`src/rtl/tacd_pkg.sv`:
```
/*
  Package for the tag anticollision command decoder: command codes,
  state enumeration and the carriers for requests and answers.
  Assumes a frame receiver upstream that delivers decoded bytes and a
  CRC verdict, and a frame transmitter downstream that sends one byte.
*/
package tacd_pkg;

  // Command codes
  localparam logic [7:0] OP_PREFIX = 8'h06;
  localparam logic [7:0] OP_INV_START_ARG = 8'h00;
  localparam logic [7:0] OP_SLOT_POLL_ARG = 8'h04;
  localparam logic [3:0] OP_SLOT_CALL_LOW = 4'h6;
  localparam logic [7:0] OP_READ_BLOCK = 8'h08;
  localparam logic [7:0] OP_WRITE_BLOCK = 8'h09;
  localparam logic [7:0] OP_CHALLENGE = 8'h0a;
  localparam logic [7:0] OP_IDENTITY_READ = 8'h0b;
  localparam logic [7:0] OP_BACK_TO_CENSUS = 8'h0c;
  localparam logic [7:0] OP_CHOOSE_TAG = 8'h0e;
  localparam logic [7:0] OP_FINISH = 8'h0f;

  // Slot field layout inside the handle
  localparam int SLOT_LSB = 0;
  localparam int SLOT_W = 4;
  localparam logic [3:0] SLOT_ZERO = 4'h0;

  // Reset values
  localparam logic [7:0] HANDLE_RST = 8'h00;
  localparam logic [15:0] LFSR_SEED = 16'hace1;

  typedef enum logic [1:0] {
    TACD_READY,
    TACD_INVENTORY,
    TACD_CHOSEN
  } tacd_state_t;

  // One request frame as the receiver hands it over
  typedef struct packed {
    logic [7:0] code;
    logic [7:0] arg;
    logic has_arg;
    logic crc_ok;
  } tacd_req_t;

  // One answer byte request to the transmitter
  typedef struct packed {
    logic valid;
    logic [7:0] handle;
  } tacd_ans_t;

endpackage

```
`src/rtl/tacd_decoder.sv`:
```
/*
  Anticollision command decoder of a contactless memory tag.
  Takes complete request frames (code, optional argument, CRC verdict)
  as a one-cycle strobe on core_clk, keeps the tag state, the random
  handle and its slot index, and asks for a one-byte handle answer.
  Assumes the frame receiver runs on core_clk and that rst is raised
  whenever the tag leaves the field.
*/
`timescale 1ns/1ps
`default_nettype none

module tacd_decoder (
  input wire logic core_clk,
  input wire logic rst,
  input wire logic req_strobe,
  input wire tacd_pkg::tacd_req_t req,
  input wire logic chosen_in,
  input wire logic back_to_census_in,
  output tacd_pkg::tacd_state_t tag_state,
  output logic [7:0] tag_handle,
  output tacd_pkg::tacd_ans_t answer,
  output logic other_cmd
);

  ////////////////////////////////////////////////////////////////////
  // Random source: free-running LFSR, advanced every cycle so the
  // draw depends on when the frame lands

  logic [15:0] lfsr;
  logic [15:0] next_lfsr;

  always_comb begin
    next_lfsr = {lfsr[14:0], lfsr[15] ^ lfsr[13] ^ lfsr[12] ^ lfsr[10]};
  end

  always_ff @(posedge core_clk) begin
    if (rst) begin
      lfsr <= tacd_pkg::LFSR_SEED;
    end else begin
      lfsr <= next_lfsr;
    end
  end

  ////////////////////////////////////////////////////////////////////
  // Command classification

  logic good;
  logic is_start;
  logic is_poll;
  logic is_call;
  logic [3:0] called_slot_number;

  always_comb begin
    good = req_strobe && req.crc_ok;
    called_slot_number = req.code[7:4];
    is_start = good && req.has_arg && req.code == tacd_pkg::OP_PREFIX
               && req.arg == tacd_pkg::OP_INV_START_ARG;
    is_poll = good && req.has_arg && req.code == tacd_pkg::OP_PREFIX
              && req.arg == tacd_pkg::OP_SLOT_POLL_ARG;
    // Slot zero belongs to the poll
    is_call = good && !req.has_arg
              && req.code[3:0] == tacd_pkg::OP_SLOT_CALL_LOW
              && called_slot_number != tacd_pkg::SLOT_ZERO;
  end

  ////////////////////////////////////////////////////////////////////
  // State, handle and answer

  tacd_pkg::tacd_state_t next_tag_state;
  logic [7:0] next_tag_handle;
  tacd_pkg::tacd_ans_t next_answer;
  logic next_other_cmd;

  always_comb begin
    next_tag_state = tag_state;
    next_tag_handle = tag_handle;
    next_answer = '0;
    next_answer.handle = tag_handle;
    next_other_cmd = 1'b0;
    if (is_start) begin
      if (tag_state == tacd_pkg::TACD_READY) begin
        next_tag_state = tacd_pkg::TACD_INVENTORY;
      end
      next_tag_handle = lfsr[7:0];
      next_answer.valid = 1'b1;
      next_answer.handle = lfsr[7:0];
    end else if (is_poll) begin
      if (tag_state == tacd_pkg::TACD_INVENTORY) begin
        next_tag_handle[tacd_pkg::SLOT_LSB +: tacd_pkg::SLOT_W] = lfsr[11:8];
        next_answer.valid = lfsr[11:8] == tacd_pkg::SLOT_ZERO;
        next_answer.handle = {tag_handle[7:4], lfsr[11:8]};
      end
    end else if (is_call) begin
      if (tag_state == tacd_pkg::TACD_INVENTORY
          && tag_handle[3:0] == called_slot_number) begin
        next_answer.valid = 1'b1;
      end
    end else if (good) begin
      if (tag_state == tacd_pkg::TACD_CHOSEN) begin
        next_other_cmd = 1'b1;
      end
    end
    // Handover from the select logic; census commands win the cycle
    if (!is_start && !is_poll && !is_call) begin
      if (chosen_in && tag_state == tacd_pkg::TACD_INVENTORY) begin
        next_tag_state = tacd_pkg::TACD_CHOSEN;
      end else if (back_to_census_in && tag_state == tacd_pkg::TACD_CHOSEN) begin
        next_tag_state = tacd_pkg::TACD_INVENTORY;
      end
    end
  end

  always_ff @(posedge core_clk) begin
    if (rst) begin
      tag_state <= tacd_pkg::TACD_READY;
      tag_handle <= tacd_pkg::HANDLE_RST;
      answer <= '0;
      other_cmd <= 1'b0;
    end else begin
      tag_state <= next_tag_state;
      tag_handle <= next_tag_handle;
      answer <= next_answer;
      other_cmd <= next_other_cmd;
    end
  end

  ////////////////////////////////////////////////////////////////////
  // Checks
  // Sampled rst in the antecedent keeps a one-edge reset from looking
  // like an unasked change of the handle or state

  property p_start_moves;
    @(posedge core_clk) disable iff (rst)
      is_start && tag_state == tacd_pkg::TACD_READY |=> tag_state == tacd_pkg::TACD_INVENTORY;
  endproperty
  a_start_moves: assert property (p_start_moves) else $error("start left ready tag");

  property p_start_answers;
    @(posedge core_clk) disable iff (rst)
      is_start |=> answer.valid && answer.handle == tag_handle;
  endproperty
  a_start_answers: assert property (p_start_answers) else $error("start not answered");

  property p_start_any_slot;
    @(posedge core_clk) disable iff (rst)
      is_start && tag_handle[3:0] != tacd_pkg::SLOT_ZERO |=> answer.valid;
  endproperty
  a_start_any_slot: assert property (p_start_any_slot) else $error("start used slot");

  property p_poll_ignored;
    @(posedge core_clk) disable iff (rst)
      !rst && is_poll && tag_state != tacd_pkg::TACD_INVENTORY
        |=> !answer.valid && $stable(tag_handle);
  endproperty
  a_poll_ignored: assert property (p_poll_ignored) else $error("poll acted outside inventory");

  property p_poll_upper_kept;
    @(posedge core_clk) disable iff (rst)
      !rst && is_poll |=> tag_handle[7:4] == $past(tag_handle[7:4]);
  endproperty
  a_poll_upper_kept: assert property (p_poll_upper_kept) else $error("poll touched upper");

  property p_handle_held;
    @(posedge core_clk) disable iff (rst)
      !rst && !is_start && !is_poll |=> $stable(tag_handle);
  endproperty
  a_handle_held: assert property (p_handle_held) else $error("handle changed unasked");

  property p_poll_zero;
    @(posedge core_clk) disable iff (rst)
      is_poll && tag_state == tacd_pkg::TACD_INVENTORY
        |=> answer.valid == (tag_handle[3:0] == tacd_pkg::SLOT_ZERO);
  endproperty
  a_poll_zero: assert property (p_poll_zero) else $error("poll answer wrong");

  property p_call_match;
    @(posedge core_clk) disable iff (rst)
      !rst && is_call |=> answer.valid == ($past(tag_state) == tacd_pkg::TACD_INVENTORY
                                   && tag_handle[3:0] == $past(called_slot_number));
  endproperty
  a_call_match: assert property (p_call_match) else $error("slot call answer wrong");

  property p_unchosen_quiet;
    @(posedge core_clk) disable iff (rst)
      good && !is_start && !is_poll && !is_call && tag_state != tacd_pkg::TACD_CHOSEN
        |=> !other_cmd && !answer.valid;
  endproperty
  a_unchosen_quiet: assert property (p_unchosen_quiet) else $error("unchosen tag acted");

  property p_chosen_other;
    @(posedge core_clk) disable iff (rst)
      !rst && good && !is_start && !is_poll && !is_call && tag_state == tacd_pkg::TACD_CHOSEN
        |=> other_cmd;
  endproperty
  a_chosen_other: assert property (p_chosen_other) else $error("chosen tag missed command");

  property p_bad_crc;
    @(posedge core_clk) disable iff (rst)
      !rst && req_strobe && !req.crc_ok && !chosen_in && !back_to_census_in
        |=> !answer.valid && !other_cmd && $stable(tag_state) && $stable(tag_handle);
  endproperty
  a_bad_crc: assert property (p_bad_crc) else $error("bad CRC frame acted");

endmodule
`default_nettype wire

```
`config.mk`:
```
export PLATFORM = sky130hd
export DESIGN_NAME = tacd_decoder
export DESIGN_NICKNAME = d
export VERILOG_FILES = /design/src/rtl/tacd_pkg.sv /design/src/rtl/tacd_decoder.sv
export SDC_FILE = /design/constraint.sdc
export NUM_CORES = 1
export LEC_CHECK = 0
export ABC_AREA = 0
export BUFFER_PORTS_ARGS = -buffer_cell sky130_fd_sc_hd__buf_2
export CAP_MARGIN = 10
export CORE_MARGIN = 5
export CORE_UTILIZATION = 30
export CTS_CLUSTER_SIZE = 8
export DETAILED_ROUTE_END_ITERATION = 6
export PLACE_DENSITY = 0.6
export SYNTH_ARGS = -nofsm -noshare
export SYNTH_HDL_FRONTEND = slang
export SYNTH_SLANG_ARGS = --single-unit
export TNS_END_PERCENT = 50
```
`constraint.sdc`:
```
create_clock -name core_clk -period 1.38 [get_ports core_clk]
set_input_delay 0.069 -clock core_clk [delete_from_list [all_inputs] [get_ports core_clk]]
set_output_delay 0.069 -clock core_clk [all_outputs]
set_load 0.03 [all_outputs]
```
==> metrics.txt, run 1 <==
TritonCTS Buffers 5; Post-Route Skew 0.00322 ns; CP most frequent cell or4_4; Die W 79.2 µm; LEAKAGE 0.000813 µW; post-synthesis sequential area ratio 0.502; setup repair after global routing missed its margin no; fraction of registers with async set/reset 0; Setup-failing EPs final 0; FMAX 752 MHz; endpoints failing hold 0; number of global-route vias before repair 1308; Post-route DRC 0; Skew-Pair Late Insertion Delay 0.28 ns; YS warnings 0; HP Class in -> reg; postcts setup bufs 0; RR Endpoint answer[1]; post-layout worst setup margin 0.0501 ns; crit path launch type input port; first-pass GRT wire length 5.74 mm; # H-tree levels 2; worst-margin pin slew 0.368 ns; Placed Area 0.00185 mm²; Root Buffer Master clkbuf_8; CTS tree yes; Worst Reg-to-Reg Cells 4; Top FF cell, synth dfxtp_1; std cell rows 25; Synth Net Count 166; WP data required 1.54 ns; crit path max fanout 4; distinct cell type count after synthesis 39; total I/O pin count 43; Arr. time, crit path 1.49 ns; Crit Path Class in -> reg; Clock transition at path regs 0.07 ns; syn_area_per_cell 10.0 µm²; Die Span Y 79.2 µm; area delta synth->final 34.7%; Pwr Density 1020 mW/mm²; final antenna-violating net count 0; Total GRT Usage 0.114; post-DP HPWL 2.61 mm; Initial Utilization 0.306; ratio of cells with drive above 1 in the final layout 0.389; final wirelength 3.37 mm; Yosys reg bits 36; CTS Hold Bufs 0; DR pass1 iterations 4; reg2reg start tag_state[0]; Hold Path Origin req[0]; cts repair resizes 0; Diodes inserted 0; Final Max Slew Viols 0; initial antenna violation count 0; TNS Setup 0 ns; IO Port Bufs 42; Hold Path End other_cmd; total power 1970 µW; cell-by-cell listing of the critical path buf_2 -> or4_4 -> or4_4 -> o21ai_1 -> a21oi_1; Slew headroom 0.748; crit path max-delay cell type or4_4; R2R Setup Slk 0.08 ns; Place WS -0.244 ns; maximum VDD drop 0.384 mV; GP Congestion 0.813; Final #Nets 230; clock buffer depth 2; grt ovf 0; Syn Inst Count 143; highest cell delay on the worst timing path 0.55 ns; final worst-path cycle share 0.964; largest net degree at the start of global routing 29; via count 1297; Worst Hold Path Cells 3; core region area 0.00469 mm²; max cap viols 0; vias per std cell 4.95; wire per inst 12.9 µm; outcome finished, final reports clean; Finished Cell Area 0.00193 mm²; die area 0.00627 mm²; Initial DRC Count 59; CP Capture Type flip-flop; Netlist Area Pre-Place 0.00144 mm²; CTS Sinks 36; min Tclk post-route 1.33 ns; Post-synth EDFFs 0
-- power by group --
| part | total, µW | switching, µW | internal, µW | leakage, µW |
|---|---|---|---|---|
| Combinational | 165 | 76.8 | 88.0 | 0.000476 |
| Clock | 715 | 355 | 360 | 0.0000424 |
| Sequential | 1090 | 16.0 | 1070 | 0.000294 |
-- registers in the layout (all words and copies together), names as in the netlist --
signal      cells
lfsr           16
answer          9
other_cmd       1
tag_handle      8
tag_state       2
-- routing by layer --
layer	GRT usage	wire length, µm	vias up
li1	-	-	661
met1	0.140	1540	582
met2	0.175	1460	48
met3	0.0454	299	6
met4	0.0498	70	0
met5	0	0	-
-- placed cells by master (no fill, tap or decap), drive strengths merged, types with 2 or more instances in the layout --
| cell type | n |
|---|---|
| buf | 62 |
| dfxtp | 36 |
| nor2b | 12 |
| nand2 | 9 |
| a21oi | 8 |
| or2 | 7 |
| clkbuf | 7 |
| o21ai | 7 |
| o32ai | 6 |
| xor2 | 6 |
| a31oi | 5 |
| nand4b | 4 |
| nand3 | 4 |
| nor2 | 3 |
| o211ai | 3 |
| nor4 | 3 |
| or4 | 3 |
| and3 | 2 |
| inv | 2 |
| o2111ai | 2 |
-- worst max-delay path, delay by kind of cell --
| kind | cells | cell delay, ns |
|---|---|---|
| AO/OA/AOI/OAI | 2 | 0.24 |
| buffers and inverters | 1 | 0.10 |
| AND/OR/NAND/NOR | 2 | 1.08 |
-- final cells by class --
cell class	count	area, µm²
clock inverters	1	8.76
clock buffers	7	76.3
well taps	54	67.6
multi-input cells	100	692
flip-flops and latches	36	721
fillers	476	2760
inverters	2	7.51
repair buffers	62	360
-- worst max path at each step --
stage	slack [ns]	cells past startpoint	end	from
after floorplan	-0.07	4	answer[4]	req[2]
after global placement	-0.22	5	answer[4]	req[2]
after detailed placement	-0.24	5	answer[4]	req[2]
after CTS	0.06	5	tag_handle[4]	req[2]
after global routing	0.002	5	tag_handle[6]	req[2]
final	0.05	5	tag_handle[4]	req[2]
-- synth_stat cells, types with 4 or more instances --
master / count / share of area
or2_2: 7 / 0.031
xor2_1: 6 / 0.037
o32ai_1: 6 / 0.037
nand4b_1: 4 / 0.024
nand2_1: 9 / 0.024
o21ai_1: 4 / 0.014
clkbuf_1: 5 / 0.013
nor2b_1: 12 / 0.052
dfxtp_1: 36 / 0.50
a21oi_1: 8 / 0.028
a31oi_1: 5 / 0.022
-- stage by stage --
step	hold slack, ns	utilization	cells
final	0.112	0.412	262
after global routing	0.114	0.412	262
after CTS	0.107	0.412	262
after detailed placement	0.396	0.394	254
after global placement	0.392	0.394	254
after floorplan	0.224	-	143
-- cells by family after synthesis --
group                     share of synthesized area
and+or+nand+nor                               0.258
AOI/OAI and AO/OA                             0.179
DFF                                           0.502
xor gates and xnor gates                     0.0427
buffers and inverters                        0.0183
(Power assumes the default switching activity.)
==> inputs of run 2 (changes only) <==
--- a/config.mk
+++ b/config.mk
@@ -12,7 +12,7 @@
 export CORE_UTILIZATION = 30
 export CTS_CLUSTER_SIZE = 8
 export DETAILED_ROUTE_END_ITERATION = 6
-export PLACE_DENSITY = 0.6
+export PLACE_DENSITY = 0.58
 export SYNTH_ARGS = -nofsm -noshare
 export SYNTH_HDL_FRONTEND = slang
 export SYNTH_SLANG_ARGS = --single-unit
==> constraint.sdc (replaced) <==
create_clock -name core_clk -period 1.35 [get_ports core_clk]
set_input_delay 0.0675 -clock core_clk [delete_from_list [all_inputs] [get_ports core_clk]]
set_output_delay 0.0675 -clock core_clk [all_outputs]
set_load 0.03 [all_outputs]
==> run 2 against run 1 <==
Design area grew 5.2%. Final cell count grew 1.9%. Critical endpoint is now answer[7]. Highest routed layer unchanged. Setup slack lost 0.026 ns. Critical path depth is the same. Combinational power grew 12%. Via count shrank 0.31%. Largest cell class unchanged. First-iteration DRC count shrank 31%.
==> metrics.txt, run 2 (same netlist as run 1, synthesis figures left out) <==
Top Layer Used met4; Pwr Density 1100 mW/mm² (+7.9%); Slew headroom 0.756 (+0.00764); Clock transition at path regs 0.08 ns (about the same); first-pass GRT wire length 6.26 mm (+9.0%); IO Port Bufs 42 (unchanged); LEAKAGE 0.000855 µW (+5.2%); via count 1293 (-0.31%); Initial Utilization 0.306 (unchanged); met1 wire length 1.69 mm (+9.6%); Setup-failing EPs final 0 (unchanged); min Tclk post-route 1.33 ns; core region area 0.00469 mm² (unchanged); Post-Layout Cell Count 267 (+1.9%); Worst Reg-to-Reg Cells 4 (unchanged); reg2reg start lfsr[9]; wire per inst 13.7 µm (+6.1%); R2R Setup Slk 0.09 ns (about the same); TritonCTS Buffers 5 (unchanged); crit path launch type input port; HP Class in -> reg; Root Buffer Master clkbuf_8; Crit Path Class in -> reg; std cell rows 25 (unchanged); GP Congestion 0.763 (-6.1%); DR pass1 iterations 4 (unchanged); number of global-route vias before repair 1291 (-1.3%); max cap viols 0 (unchanged); crit path max fanout 4 (unchanged); number of fill cells 481 (+1.1%); Worst setup endpoint answer[7]; Total GRT Usage 0.127 (+0.0130); largest net degree at the start of global routing 29 (unchanged); Post-Route Skew 0.00793 ns (+0.00472 ns); endpoints failing hold 0 (unchanged); Initial DRC Count 41 (-31%); Placed Instances 257 (+1.2%); CTS Hold Bufs 0 (unchanged); biggest regs lfsr (16), answer (9), tag_handle (8); Skew-Pair Late Insertion Delay 0.29 ns (about the same); ratio of cells with drive above 1 in the final layout 0.446 (+0.0566); worst-margin pin slew 0.361 ns (-0.00686 ns); initial antenna violation count 0 (unchanged); CP Capture Type flip-flop; WP data required 1.53 ns (about the same); grt ovf 0 (unchanged); final worst-path cycle share 0.982; Diodes inserted 0 (unchanged); post-DP HPWL 2.76 mm (+5.7%); clock buffer depth 2 (unchanged); met3 wire len 247 µm (-17%); total power 2230 µW (+14%); die area 0.00627 mm² (unchanged); most common cell after layout, fill and taps aside buf_2; maximum VDD drop 0.673 mV (+75%); setup repair after global routing missed its margin yes; # H-tree levels 2 (unchanged); Die W 79.2 µm (unchanged); CTS tree yes; area delta synth->final 41.7%; max reg flops 16 (unchanged); RR Endpoint answer[8]; most frequent cells in the layout 40 x buf_2, 36 x dfxtp_1, 25 x buf_4; Final Max Slew Viols 0 (unchanged); met2 wire length 1.64 mm (+12%); CTS Sinks 36 (unchanged); Post-route DRC 0 (unchanged); Arr. time, crit path 1.51 ns (+0.02 ns); register area 721 µm² (unchanged); outcome finished, final reports clean; Final #Nets 235 (+2.2%); CP startpoint req[8]; total I/O pin count 43 (unchanged); vias per std cell 4.84 (-2.2%); FMAX 754 MHz; TNS Setup 0 ns (unchanged); multi-input logic area 716 µm² (+3.4%); Top reg by flops lfsr; final wirelength 3.65 mm (+8.2%); final antenna-violating net count 0 (unchanged); Die Span Y 79.2 µm (unchanged)
## run 2: layout make-up
type / count / area share
tap: 54 / 0.0332
sequential: 36 / 0.354
clock inverter: 3 / 0.0209
clock buffer: 5 / 0.0338
timing repair buffer: 67 / 0.202
multi-input combinational: 100 / 0.352
inverter: 2 / 0.00369
## run 2: power by group
group	total [µW]	switching [µW]	internal, µW
Sequential	1110	16.4	1100
Combinational	185	83.9	101
Clock	937	391	546
Total	2230	491	1740
## run 2: routing by layer
| metal | vias to the layer above | global-route usage |
|---|---|---|
| li1 | 673 | - |
| met1 | 574 | 0.160 |
| met2 | 39 | 0.194 |
| met3 | 7 | 0.0385 |
| met4 | 0 | 0.0670 |
| met5 | - | 0 |
## run 2: what timing repair did
action,4_1_cts,5_1_grt
endpoints found under the setup margin,0,10
setup buffers,0,2
gates resized for setup,0,10
## run 2: worst min path at each step
stage / from / depth (start not counted) / slack, ns / endpoint
floorplan: rst / 2 / 0.22 / lfsr[0]
global placement: lfsr[14] / 1 / 0.39 / lfsr[15]
detailed placement: lfsr[14] / 1 / 0.40 / lfsr[15]
CTS: req[0] / 3 / 0.09 / other_cmd
global route: req[0] / 3 / 0.12 / other_cmd
finish: req[0] / 3 / 0.09 / other_cmd
## run 2: worst max-delay path, cell delays in order
cell and delay [ns]:
buf_6 0.09, or4b_4 0.53, or4_4 0.57, o21ai_2 0.17
a21oi_2 0.07
## run 2: metrics by stage
stage	utilization	worst slack [ns]	instance area, µm²	hold WS, ns
global route	0.433	-0.00667	2030	0.124
finish	0.433	0.0237	2030	0.0880
floorplan	-	-0.0947	1440	0.222
detailed placement	0.399	-0.270	1870	0.401
CTS	0.422	0.0431	1980	0.0876
global placement	0.399	-0.255	1870	0.393
